File: config.mk
export PLATFORM = sky130hd
export DESIGN_NAME = ir_timer_control
export DESIGN_NICKNAME = d
export VERILOG_FILES = /design/src/pkg/ir_timer_pkg.sv /design/src/hdl/ir_timer_control.sv
export SDC_FILE = /design/constraint.sdc
export NUM_CORES = 1
export LEC_CHECK = 0
export BUFFER_PORTS_ARGS = -buffer_cell sky130_fd_sc_hd__buf_4
export CORE_ASPECT_RATIO = 1.4
export CORE_MARGIN = 10
export CORE_UTILIZATION = 45
export DETAILED_ROUTE_END_ITERATION = 8
export PLACE_DENSITY_LB_ADDON = 0.2
export SLEW_MARGIN = 0
export SYNTH_ARGS = -nofsm -noshare
export SYNTH_HDL_FRONTEND = slang
export SYNTH_SLANG_ARGS = --single-unit
File: constraint.sdc
create_clock -name aclk -period 3.8 [get_ports aclk]
set_clock_uncertainty 0.05 [all_clocks]
set_input_delay 0.76 -clock aclk [delete_from_list [all_inputs] [get_ports aclk]]
set_output_delay 0.76 -clock aclk [all_outputs]
set_load 0.02 [all_outputs]
File: src/pkg/ir_timer_pkg.sv
/*
 Register indices, field positions and encodings for the infrared timer control block.
 Assumes a 32-bit AXI4-Lite master; byte address is four times the index.
*/
package ir_timer_pkg;
    localparam int ADDR_W = 8;
    // Register indices
    localparam logic [3:0] IDX_BYTE_CTRL = 4'h0;
    localparam logic [3:0] IDX_SHARED_CTRL = 4'h1;
    localparam logic [3:0] IDX_WORD_CTRL = 4'h2;
    localparam logic [3:0] IDX_BYTE_HOLD_LO = 4'h4;
    localparam logic [3:0] IDX_BYTE_HOLD_HI = 4'h5;
    localparam logic [3:0] IDX_WORD_HOLD_LO = 4'h6;
    localparam logic [3:0] IDX_WORD_HOLD_HI = 4'h7;
    localparam logic [3:0] IDX_WORD_CAP_LO = 4'h8;
    localparam logic [3:0] IDX_WORD_CAP_HI = 4'h9;
    localparam logic [3:0] IDX_BYTE_CAP_LO = 4'hA;
    localparam logic [3:0] IDX_BYTE_CAP_HI = 4'hB;
    // Timer control fields
    localparam int BIT_EN = 7;
    localparam int BIT_ONESHOT = 6;
    localparam int BIT_TC = 5;
    localparam int BIT_CLK_HI = 4;
    localparam int BIT_CLK_LO = 3;
    localparam int BIT_CAP_IE = 2;
    localparam int BIT_TO_IE = 1;
    localparam int BIT_ROUTE = 0;
    // Shared control fields
    localparam int SH_MODE = 7;
    localparam int SH_ROUTE = 6;
    localparam int SH_LOGIC_HI = 5;
    localparam int SH_LOGIC_LO = 4;
    localparam int SH_SUB_HI = 3;
    localparam int SH_SUB_LO = 2;
    localparam int SH_INIT8 = 1;
    localparam int SH_INIT16 = 0;
    // Encodings
    localparam logic [1:0] LOGIC_AND = 2'h0;
    localparam logic [1:0] LOGIC_OR = 2'h1;
    localparam logic [1:0] LOGIC_NOR = 2'h2;
    localparam logic [1:0] EDGE_FALL = 2'h0;
    localparam logic [1:0] EDGE_RISE = 2'h1;
    localparam logic [1:0] EDGE_BOTH = 2'h2;
    localparam logic [1:0] SUB_FORCE0 = 2'h2;
    localparam logic [1:0] SUB_FORCE1 = 2'h3;
    localparam logic [1:0] FILT_SHORT = 2'h1;
    localparam logic [1:0] FILT_LONG = 2'h2;
    localparam logic [3:0] FILT_SHORT_CYC = 4'h4;
    localparam logic [3:0] FILT_LONG_CYC = 4'h8;
    localparam logic [3:0] FILT_NONE_CYC = 4'h1;
    localparam logic [7:0] CTRL_RESET = 8'h00;
    localparam logic [7:0] BYTE_FULL = 8'hFF;
    localparam logic [15:0] WORD_FULL = 16'hFFFF;
    localparam logic [1:0] RESP_OKAY = 2'h0;
    localparam logic [1:0] RESP_SLVERR = 2'h2;
    typedef enum logic [1:0] {DM_WAIT = 2'b01, DM_RUN = 2'b10} demod_state_e;
endpackage

File: src/hdl/ir_timer_control.sv
/*
 Byte and word infrared timers with shared control, AXI4-Lite register slave.
 Assumes demodulation pins are asynchronous; port value inputs come from aclk logic.
*/
// Functional notes
// - Byte timer enable bit written 1 starts counting, written 0 stops it.
// - Byte oneshot bit 0 reloads at transmit terminal count, 1 stops there.
// - Byte terminal flag sets at terminal count, cleared only by writing 1.
// - Byte capture and timeout interrupt enables gate their events.
// - Byte route bit selects port value or byte timer output on its pin.
// - Shared bit 7 selects transmit (0) or demodulation (1); resets 0.
// - Shared bit 6 routes combined pin, or picks demod input pin a or b.
// - Captures from demod input pin a also raise external interrupt two.
// - Transmit bits 5:4 combine outputs: AND, OR, NOR, NAND; reset 00.
// - Demod bits 5:4 select falling, rising or both edges; 11 reserved.
// - Transmit bits 3:2: 00 or 01 normal, 10 or 11 force word output 0 or 1.
// - Demod bits 3:2 filter glitches under 4 or 8 clocks; 11 reserved.
// - Shared bit 1 is byte output start level; opposite while disabled.
// - Demod shared bit 1 flags rising edges, cleared by writing 1.
// - Shared bit 0 is word output start level unless output forced.
// - Demod shared bit 0 flags falling edges, cleared by writing 1.
// - Word enable bit 7 starts or stops word timer, reads current state.
// - Word bit 6: reload or stop; demod capture every edge or first only.
// - Word terminal flag bit 5 sets at terminal count, cleared by writing 1.
// - Word bits 4:3 pick count clock: full, half, quarter, eighth rate.
// - Word bits 2 and 1 enable capture and timeout interrupts.
`timescale 1ns/100ps
module ir_timer_control (
    input wire logic aclk,
    input wire logic aresetn,
    input wire logic [ir_timer_pkg::ADDR_W-1:0] s_axi_awaddr,
    input wire logic s_axi_awvalid,
    output logic s_axi_awready,
    input wire logic [31:0] s_axi_wdata,
    input wire logic [3:0] s_axi_wstrb,
    input wire logic s_axi_wvalid,
    output logic s_axi_wready,
    output logic [1:0] s_axi_bresp,
    output logic s_axi_bvalid,
    input wire logic s_axi_bready,
    input wire logic [ir_timer_pkg::ADDR_W-1:0] s_axi_araddr,
    input wire logic s_axi_arvalid,
    output logic s_axi_arready,
    output logic [31:0] s_axi_rdata,
    output logic [1:0] s_axi_rresp,
    output logic s_axi_rvalid,
    input wire logic s_axi_rready,
    input wire logic demod_in_pin_a,
    input wire logic demod_in_pin_b,
    input wire logic byte_pin_port_val,
    input wire logic word_pin_port_val,
    input wire logic combined_pin_port_val,
    output logic byte_timer_pin,
    output logic word_timer_pin,
    output logic combined_out_pin,
    output logic byte_timer_irq,
    output logic word_timer_irq,
    output logic ext_irq_two
);
    import ir_timer_pkg::*;

    // ----------------------------------------
    // Register bus decode
    // ----------------------------------------
    logic bvalid_q, rvalid_q;
    logic [1:0] bresp_q, rresp_q;
    logic [31:0] rdata_q;
    logic [7:0] rd_val;
    logic wr_fire, wr_hit, rd_fire, rd_map;
    logic [3:0] wr_idx, rd_idx;
    logic [7:0] wdat;
    logic wr_b_ctrl, wr_sh, wr_w_ctrl;

    function automatic logic mapped(input logic [ADDR_W-1:0] a);
        mapped = (a[ADDR_W-1:6] == '0) && (a[5:2] <= IDX_BYTE_CAP_HI)
                 && (a[5:2] != 4'h3) && (a[1:0] == 2'h0);
    endfunction

    assign wr_fire = s_axi_awvalid && s_axi_wvalid && !bvalid_q;
    assign s_axi_awready = wr_fire;
    assign s_axi_wready = wr_fire;
    assign wr_idx = s_axi_awaddr[5:2];
    assign wr_hit = wr_fire && s_axi_wstrb[0] && mapped(s_axi_awaddr);
    assign wdat = s_axi_wdata[7:0];
    assign wr_b_ctrl = wr_hit && (wr_idx == IDX_BYTE_CTRL);
    assign wr_sh = wr_hit && (wr_idx == IDX_SHARED_CTRL);
    assign wr_w_ctrl = wr_hit && (wr_idx == IDX_WORD_CTRL);
    assign rd_fire = s_axi_arvalid && !rvalid_q;
    assign s_axi_arready = !rvalid_q;
    assign rd_idx = s_axi_araddr[5:2];
    assign rd_map = mapped(s_axi_araddr);

    always_ff @(posedge aclk) begin
        if (!aresetn) begin
            bvalid_q <= 1'b0;
            bresp_q <= RESP_OKAY;
        end else if (wr_fire) begin
            bvalid_q <= 1'b1;
            bresp_q <= mapped(s_axi_awaddr) ? RESP_OKAY : RESP_SLVERR;
        end else if (s_axi_bready) begin
            bvalid_q <= 1'b0;
        end
    end

    always_ff @(posedge aclk) begin
        if (!aresetn) begin
            rvalid_q <= 1'b0;
            rresp_q <= RESP_OKAY;
            rdata_q <= 32'h0;
        end else if (rd_fire) begin
            rvalid_q <= 1'b1;
            rresp_q <= rd_map ? RESP_OKAY : RESP_SLVERR;
            rdata_q <= {24'h0, rd_map ? rd_val : 8'h00};
        end else if (s_axi_rready) begin
            rvalid_q <= 1'b0;
        end
    end

    assign s_axi_bvalid = bvalid_q;
    assign s_axi_bresp = bresp_q;
    assign s_axi_rvalid = rvalid_q;
    assign s_axi_rresp = rresp_q;
    assign s_axi_rdata = rdata_q;

    // ----------------------------------------
    // Control and data registers
    // ----------------------------------------
    logic [7:0] sh_q, bc_q, wc_q;
    logic [7:0] b_hold_lo_q, b_hold_hi_q, w_hold_lo_q, w_hold_hi_q;
    logic [7:0] b_cap_lo_q, b_cap_hi_q;
    logic [15:0] w_cap_q;
    logic b_en_q, b_tc_q, w_en_q, w_tc_q;
    logic demod, rise_det, fall_det, b_term, w_term;

    assign demod = sh_q[SH_MODE];

    always_ff @(posedge aclk) begin
        if (!aresetn) begin
            sh_q <= CTRL_RESET;
        end else begin
            if (wr_sh) begin
                sh_q[7:2] <= wdat[7:2];
            end
            if (demod) begin
                sh_q[SH_INIT8] <= rise_det | (sh_q[SH_INIT8] & ~(wr_sh & wdat[SH_INIT8]));
                sh_q[SH_INIT16] <= fall_det
                    | (sh_q[SH_INIT16] & ~(wr_sh & wdat[SH_INIT16]));
            end else if (wr_sh) begin
                sh_q[1:0] <= wdat[1:0];
            end
        end
    end

    always_ff @(posedge aclk) begin
        if (!aresetn) begin
            bc_q <= CTRL_RESET;
            wc_q <= CTRL_RESET;
            b_hold_lo_q <= 8'h00;
            b_hold_hi_q <= 8'h00;
            w_hold_lo_q <= 8'h00;
            w_hold_hi_q <= 8'h00;
        end else if (wr_hit) begin
            case (wr_idx)
                IDX_BYTE_CTRL: bc_q <= wdat;
                IDX_WORD_CTRL: wc_q <= wdat;
                IDX_BYTE_HOLD_LO: b_hold_lo_q <= wdat;
                IDX_BYTE_HOLD_HI: b_hold_hi_q <= wdat;
                IDX_WORD_HOLD_LO: w_hold_lo_q <= wdat;
                IDX_WORD_HOLD_HI: w_hold_hi_q <= wdat;
                default: ;
            endcase
        end
    end

    always_comb begin
        case (rd_idx)
            IDX_BYTE_CTRL: rd_val = {b_en_q, bc_q[6], b_tc_q, bc_q[4:0]};
            IDX_SHARED_CTRL: rd_val = sh_q;
            IDX_WORD_CTRL: rd_val = {w_en_q, wc_q[6], w_tc_q, wc_q[4:0]};
            IDX_BYTE_HOLD_LO: rd_val = b_hold_lo_q;
            IDX_BYTE_HOLD_HI: rd_val = b_hold_hi_q;
            IDX_WORD_HOLD_LO: rd_val = w_hold_lo_q;
            IDX_WORD_HOLD_HI: rd_val = w_hold_hi_q;
            IDX_WORD_CAP_LO: rd_val = w_cap_q[7:0];
            IDX_WORD_CAP_HI: rd_val = w_cap_q[15:8];
            IDX_BYTE_CAP_LO: rd_val = b_cap_lo_q;
            IDX_BYTE_CAP_HI: rd_val = b_cap_hi_q;
            default: rd_val = 8'h00;
        endcase
    end

    // ----------------------------------------
    // Input synchroniser, glitch filter, edges
    // ----------------------------------------
    logic a_s1_q, a_s2_q, b_s1_q, b_s2_q, raw, filt_q, filt_prev_q;
    logic [3:0] fcnt_q, flen;
    logic [1:0] esel;

    always_ff @(posedge aclk) begin
        if (!aresetn) begin
            a_s1_q <= 1'b0;
            a_s2_q <= 1'b0;
            b_s1_q <= 1'b0;
            b_s2_q <= 1'b0;
        end else begin
            a_s1_q <= demod_in_pin_a;
            a_s2_q <= a_s1_q;
            b_s1_q <= demod_in_pin_b;
            b_s2_q <= b_s1_q;
        end
    end

    assign raw = sh_q[SH_ROUTE] ? b_s2_q : a_s2_q;
    assign flen = (sh_q[3:2] == FILT_SHORT) ? FILT_SHORT_CYC :
                  (sh_q[3:2] == FILT_LONG) ? FILT_LONG_CYC : FILT_NONE_CYC;

    always_ff @(posedge aclk) begin
        if (!aresetn) begin
            filt_q <= 1'b0;
            filt_prev_q <= 1'b0;
            fcnt_q <= 4'h0;
        end else begin
            filt_prev_q <= filt_q;
            if (raw == filt_q) begin
                fcnt_q <= 4'h0;
            end else if (fcnt_q + 4'h1 >= flen) begin
                filt_q <= raw;
                fcnt_q <= 4'h0;
            end else begin
                fcnt_q <= fcnt_q + 4'h1;
            end
        end
    end

    assign esel = sh_q[SH_LOGIC_HI:SH_LOGIC_LO];
    assign rise_det = demod && filt_q && !filt_prev_q
                      && (esel == EDGE_RISE || esel == EDGE_BOTH);
    assign fall_det = demod && !filt_q && filt_prev_q
                      && (esel == EDGE_FALL || esel == EDGE_BOTH);

    // ----------------------------------------
    // Prescaler
    // ----------------------------------------
    logic [2:0] pre_q;
    logic b_tick, w_tick;

    function automatic logic tick_of(input logic [1:0] sel, input logic [2:0] p);
        case (sel)
            2'h0: tick_of = 1'b1;
            2'h1: tick_of = p[0];
            2'h2: tick_of = &p[1:0];
            default: tick_of = &p;
        endcase
    endfunction

    always_ff @(posedge aclk) begin
        if (!aresetn) begin
            pre_q <= 3'h0;
        end else begin
            pre_q <= pre_q + 3'h1;
        end
    end

    assign b_tick = tick_of(bc_q[BIT_CLK_HI:BIT_CLK_LO], pre_q);
    assign w_tick = tick_of(wc_q[BIT_CLK_HI:BIT_CLK_LO], pre_q);

    // ----------------------------------------
    // Byte timer
    // ----------------------------------------
    demod_state_e b_dm_q;
    logic [7:0] b_cnt_q;
    logic b_out_q, b_start, b_edge, b_cap, byte_timer_out;

    assign b_start = wr_b_ctrl && wdat[BIT_EN] && !b_en_q;
    assign b_edge = b_en_q && (rise_det || fall_det);
    assign b_cap = b_edge && (b_dm_q == DM_RUN);
    assign b_term = b_en_q && !wr_b_ctrl && b_tick && (b_cnt_q == 8'h00) && !b_edge;

    always_ff @(posedge aclk) begin
        if (!aresetn) begin
            b_en_q <= 1'b0;
            b_cnt_q <= 8'h00;
            b_out_q <= 1'b0;
            b_dm_q <= DM_WAIT;
        end else if (wr_b_ctrl) begin
            b_en_q <= wdat[BIT_EN];
            if (b_start) begin
                b_out_q <= sh_q[SH_INIT8];
                b_cnt_q <= demod ? BYTE_FULL :
                           (sh_q[SH_INIT8] ? b_hold_hi_q : b_hold_lo_q);
                b_dm_q <= DM_WAIT;
            end
        end else if (b_en_q && demod) begin
            if (b_edge) begin
                b_dm_q <= DM_RUN;
                b_cnt_q <= BYTE_FULL;
            end else if (b_tick && b_dm_q == DM_RUN) begin
                b_cnt_q <= b_cnt_q - 8'h01;
            end
        end else if (b_term) begin
            b_out_q <= !b_out_q;
            b_cnt_q <= b_out_q ? b_hold_lo_q : b_hold_hi_q;
            if (bc_q[BIT_ONESHOT]) begin
                b_en_q <= 1'b0;
            end
        end else if (b_en_q && b_tick) begin
            b_cnt_q <= b_cnt_q - 8'h01;
        end
    end

    always_ff @(posedge aclk) begin
        if (!aresetn) begin
            b_tc_q <= 1'b0;
            b_cap_lo_q <= 8'h00;
            b_cap_hi_q <= 8'h00;
        end else begin
            b_tc_q <= b_term | (b_tc_q & ~(wr_b_ctrl & wdat[BIT_TC]));
            if (b_cap && rise_det) begin
                b_cap_lo_q <= ~b_cnt_q;
            end else if (b_cap) begin
                b_cap_hi_q <= ~b_cnt_q;
            end
        end
    end

    assign byte_timer_out = b_en_q ? b_out_q : !sh_q[SH_INIT8];

    // ----------------------------------------
    // Word timer
    // ----------------------------------------
    logic [15:0] w_cnt_q;
    logic w_out_q, w_arm_q, w_start, w_edge, w_cap, w_lone, word_timer_out;
    logic [1:0] wsub;

    assign wsub = sh_q[SH_SUB_HI:SH_SUB_LO];
    assign w_start = wr_w_ctrl && wdat[BIT_EN] && !w_en_q;
    assign w_edge = w_en_q && demod && (rise_det || fall_det)
                    && (!wc_q[BIT_ONESHOT] || w_arm_q);
    assign w_lone = w_en_q && demod && wc_q[BIT_ONESHOT] && b_term;
    assign w_cap = w_edge || w_lone;
    assign w_term = w_en_q && !wr_w_ctrl && w_tick && (w_cnt_q == 16'h0000) && !w_edge;

    always_ff @(posedge aclk) begin
        if (!aresetn) begin
            w_en_q <= 1'b0;
            w_cnt_q <= 16'h0000;
            w_out_q <= 1'b0;
            w_arm_q <= 1'b1;
        end else if (wr_w_ctrl) begin
            w_en_q <= wdat[BIT_EN];
            if (wdat[BIT_ONESHOT] && (!wc_q[BIT_ONESHOT] || w_start)) begin
                w_arm_q <= 1'b1;
            end
            if (w_start) begin
                w_out_q <= sh_q[SH_INIT16];
                w_cnt_q <= demod ? WORD_FULL : {w_hold_hi_q, w_hold_lo_q};
            end
        end else if (w_edge) begin
            w_cnt_q <= WORD_FULL;
            w_arm_q <= 1'b0;
        end else if (w_term && !demod) begin
            w_out_q <= !w_out_q;
            w_cnt_q <= {w_hold_hi_q, w_hold_lo_q};
            if (wc_q[BIT_ONESHOT]) begin
                w_en_q <= 1'b0;
            end
        end else if (w_en_q && w_tick) begin
            w_cnt_q <= w_cnt_q - 16'h0001;
        end
    end

    always_ff @(posedge aclk) begin
        if (!aresetn) begin
            w_tc_q <= 1'b0;
            w_cap_q <= 16'h0000;
        end else begin
            w_tc_q <= w_term | (w_tc_q & ~(wr_w_ctrl & wdat[BIT_TC]));
            if (w_cap) begin
                w_cap_q <= ~w_cnt_q;
            end
        end
    end

    always_comb begin
        if (!demod && wsub == SUB_FORCE0) begin
            word_timer_out = 1'b0;
        end else if (!demod && wsub == SUB_FORCE1) begin
            word_timer_out = 1'b1;
        end else begin
            word_timer_out = w_en_q ? w_out_q : !sh_q[SH_INIT16];
        end
    end

    // ----------------------------------------
    // Output combining, pins, interrupt requests
    // ----------------------------------------
    logic comb;

    always_comb begin
        case (esel)
            LOGIC_AND: comb = byte_timer_out & word_timer_out;
            LOGIC_OR: comb = byte_timer_out | word_timer_out;
            LOGIC_NOR: comb = ~(byte_timer_out | word_timer_out);
            default: comb = ~(byte_timer_out & word_timer_out);
        endcase
    end

    always_ff @(posedge aclk) begin
        if (!aresetn) begin
            byte_timer_pin <= 1'b0;
            word_timer_pin <= 1'b0;
            combined_out_pin <= 1'b0;
            byte_timer_irq <= 1'b0;
            word_timer_irq <= 1'b0;
            ext_irq_two <= 1'b0;
        end else begin
            byte_timer_pin <= bc_q[BIT_ROUTE] ? byte_timer_out : byte_pin_port_val;
            word_timer_pin <= wc_q[BIT_ROUTE] ? word_timer_out : word_pin_port_val;
            combined_out_pin <= (!demod && sh_q[SH_ROUTE]) ? comb : combined_pin_port_val;
            byte_timer_irq <= (b_term & bc_q[BIT_TO_IE]) | (b_cap & bc_q[BIT_CAP_IE]);
            word_timer_irq <= (w_term & wc_q[BIT_TO_IE]) | (w_cap & wc_q[BIT_CAP_IE]);
            ext_irq_two <= demod && !sh_q[SH_ROUTE] && (b_cap || w_cap);
        end
    end
endmodule // ir_timer_control

==> metrics.csv <==
metric;value;unit
status;finished clean;
reg2reg_slack;0.80;ns
async_flop_share;0;%
first_pass_iters;5;
synthToLayoutAreaGrowth;14.55;%
die_h;177.1;um
rr_startpoint;sh_q[4]$_SDFFE_PN0N_;
hold_end;b_s2_q$_SDFF_PN0_;
final_max_slew_viol_count;0;
cts_setup_buffers;0;
finalSetupTns;0;ns
ys_types;76;
cellLeakagePower;3.504;nW
min_path_type;reg2reg;
ys.flop_type;dfxtp_1;
cts_tree;built;
hpwlAfterDp;18480;um
ys_seq_area_share;37.33;%
fin_nets;1057;
slew-limit-headroom;44.88;%
diodes;0;
dieArea;23430;um2
yosysWarnings;0;
final_antenna_net_count;0;
grt_antenna_before_repair;0;
fin_crit;3.005;ns
clock_sinks;148;
drt_iter0_drc;697;
clock.fmax;332.8;MHz
core;17330;um2
grt_max_degree;78;
track_usage;21.21;%
path_class;reg2reg;
vias;7226;
rr_endpoint;w_cnt_q[4]$_SDFFE_PN0P_;
ys_ff_latch;148;
hold-path-cell-count;1;
initial_utilization;45.80;%
portBuffers;57;
holdCritStartpoint;b_s1_q$_SDFF_PN0_;
period_share;79.07;%
io_pins;111;
clkSlewWorstSetupHoldPaths;0.06;ns
cap_violations;0;
setup_viol;0;
clkLatencyLatePin;0.43;ns
hold_violations;0;
wire_per_inst;20.75;um
path_max_fanout;13;
rsz0062_at_grt;false;
htreeDepth;4;
hold_buffers;0;
end_kind;register;
cp-start-kind;register;
grt_pass1_wl;39100;um
grt_pass1_vias;6867;
drive_gt1_share;14.88;%
syn_avg_cell_area;8.391;um2
synth_edf_count;0;
whs;0.3828;ns
vdd_drop_max;0.2925;mV
gp_congestion;0.8967;
clockRootBuffer;clkbuf_16;
vias_per_cell;5.904;
syn_area;7938;um2
die_x;132.2;um
drt-total-wl;25400;um
cts-resized-gates;0;
clockBufferDepth;2;
num_rows;57;
reg2reg_depth;9;
critPathRequiredTime;4.06;ns
cts_buffers;17;
power;3.632;mW
crit_arrival;3.27;ns
drc;0;
overflow;0;
tightestPinTransition;0.8232;ns
syn_inst;946;
power_density;399.4;nW/um2
## through the flow
stage / area [um2] / setup WS, ns / cells / util [%]
2_1_floorplan: 8031 / 0.9884 / 971 / -
3_3_place_gp: 8452 / 0.5977 / 1193 / 48.77
3_5_place_dp: 8452 / 0.5894 / 1193 / 48.77
4_1_cts: 9092 / 0.8385 / 1224 / 52.47
5_1_grt: 9092 / 0.6399 / 1224 / 52.47
6_report: 9092 / 0.7955 / 1224 / 52.47
## how the worst max path moves through the flow
stage                              start                          end  cells after the start
finish              sh_q[4]$_SDFFE_PN0N_      w_cnt_q[4]$_SDFFE_PN0P_                      9
global placement         s_axi_awaddr[7]      w_cnt_q[6]$_SDFFE_PN0P_                      9
global route        sh_q[4]$_SDFFE_PN0N_     w_cnt_q[14]$_SDFFE_PN0P_                      9
CTS                 sh_q[4]$_SDFFE_PN0N_      w_cnt_q[4]$_SDFFE_PN0P_                      9
floorplan                s_axi_awaddr[7]  b_hold_lo_q[7]$_SDFFE_PN0P_                      7
detailed placement       s_axi_awaddr[7]  b_hold_lo_q[3]$_SDFFE_PN0P_                      6
## sequential cells by signal, summed over array words and instances (netlist names), 2 cells and up
name         flops
bc_q             6
w_cnt_q         16
b_hold_hi_q      8
b_cnt_q          8
pre_q            3
b_cap_lo_q       8
b_hold_lo_q      8
w_cap_q         16
b_dm_q           2
s_axi_rdata      8
wc_q             6
w_hold_hi_q      8
w_hold_lo_q      8
b_cap_hi_q       8
fcnt_q           4
sh_q             8
## area by class of cell
cell class | instances | area, um2
multi-input combinational | 704 | 4501
clock buffer | 22 | 464.2
inverter | 29 | 110.1
fill | 1692 | 8238
timing repair buffer | 76 | 583.1
sequential | 148 | 2963
tap | 236 | 295.3
clock inverter | 9 | 176.4
## routing by layer
metal | vias to the layer above | wire length [um] | global-route usage [%]
met3 | 88 | 1336 | 3.949
met5 | - | 0 | 0
met2 | 285 | 12580 | 37.12
met4 | 0 | 1437 | 13.24
met1 | 3428 | 10050 | 23.32
li1 | 3425 | - | -
## synth_stat cells, types with 11 or more instances
library cell	instances	area, um2
a211oi_1	37	277.8
a21oi_1	56	280.3
a22oi_1	11	82.58
a31oi_1	15	93.84
and2_1	13	81.33
buf_2	13	65.06
buf_4	28	210.2
clkbuf_1	47	176.4
dfxtp_1	148	2963
ha_1	17	212.7
inv_1	28	105.1
mux2_2	11	123.9
mux2i_1	61	610.6
nand2_1	78	292.8
nand3_1	26	130.1
nor2_1	128	480.5
nor3_1	16	80.08
o21ai_0	41	205.2
## kinds of logic after synthesis
group / share of synthesized area (%)
compound gates: 21.28
xor+xnor: 0.8828
fa+ha+maj: 2.680
buf+inv: 7.156
flops: 37.33
mux: 10.10
other cells: 0.04724
simple gates: 20.52
## layout by cell type, fill, tap and decap left out, types with 4 or more instances in the layout
master and instances:
or2_2 4, a211oi_1 37, nand3_1 26, ha_1 17, dfxtp_1 148, a22oi_1 11, o22ai_1 10, nor3_1 16
a2111oi_0 4, a21oi_1 56, a32oi_1 9, nor2b_1 10, a211o_1 4, inv_1 27, a32o_1 4, mux2_2 11
and2_1 13, o221a_2 5, a21boi_0 4, a21o_1 5, o211ai_1 5, nand2b_1 10, nand2_1 78, a22o_1 6
clkbuf_16 17, nor3b_1 4, or4_1 6, o21ai_0 41, o21a_1 6, nor2_1 128, or3_1 6, buf_4 75
bufinv_16 5, conb_1 26, a31oi_1 15, xnor2_1 6, mux2i_1 61
## report_power, final
| group | internal (mW) | switching [mW] | total [mW] |
|---|---|---|---|
| Sequential | 1.56 | 0.00597 | 1.57 |
| Combinational | 0.0622 | 0.142 | 0.204 |
| Clock | 1.20 | 0.664 | 1.86 |
| Total | 2.82 | 0.812 | 3.63 |
## worst max-delay path, cell delays in order, from the launching register on
cell	delay [ns]
dfxtp_1	0.43
inv_1	0.10
ha_1	0.21
o21ai_0	0.30
o21ai_1	0.17
a21oi_2	0.61
nand2_1	0.36
buf_4	0.26
o21a_1	0.17
o221a_2	0.24
Power figures use the tool's default switching activity.
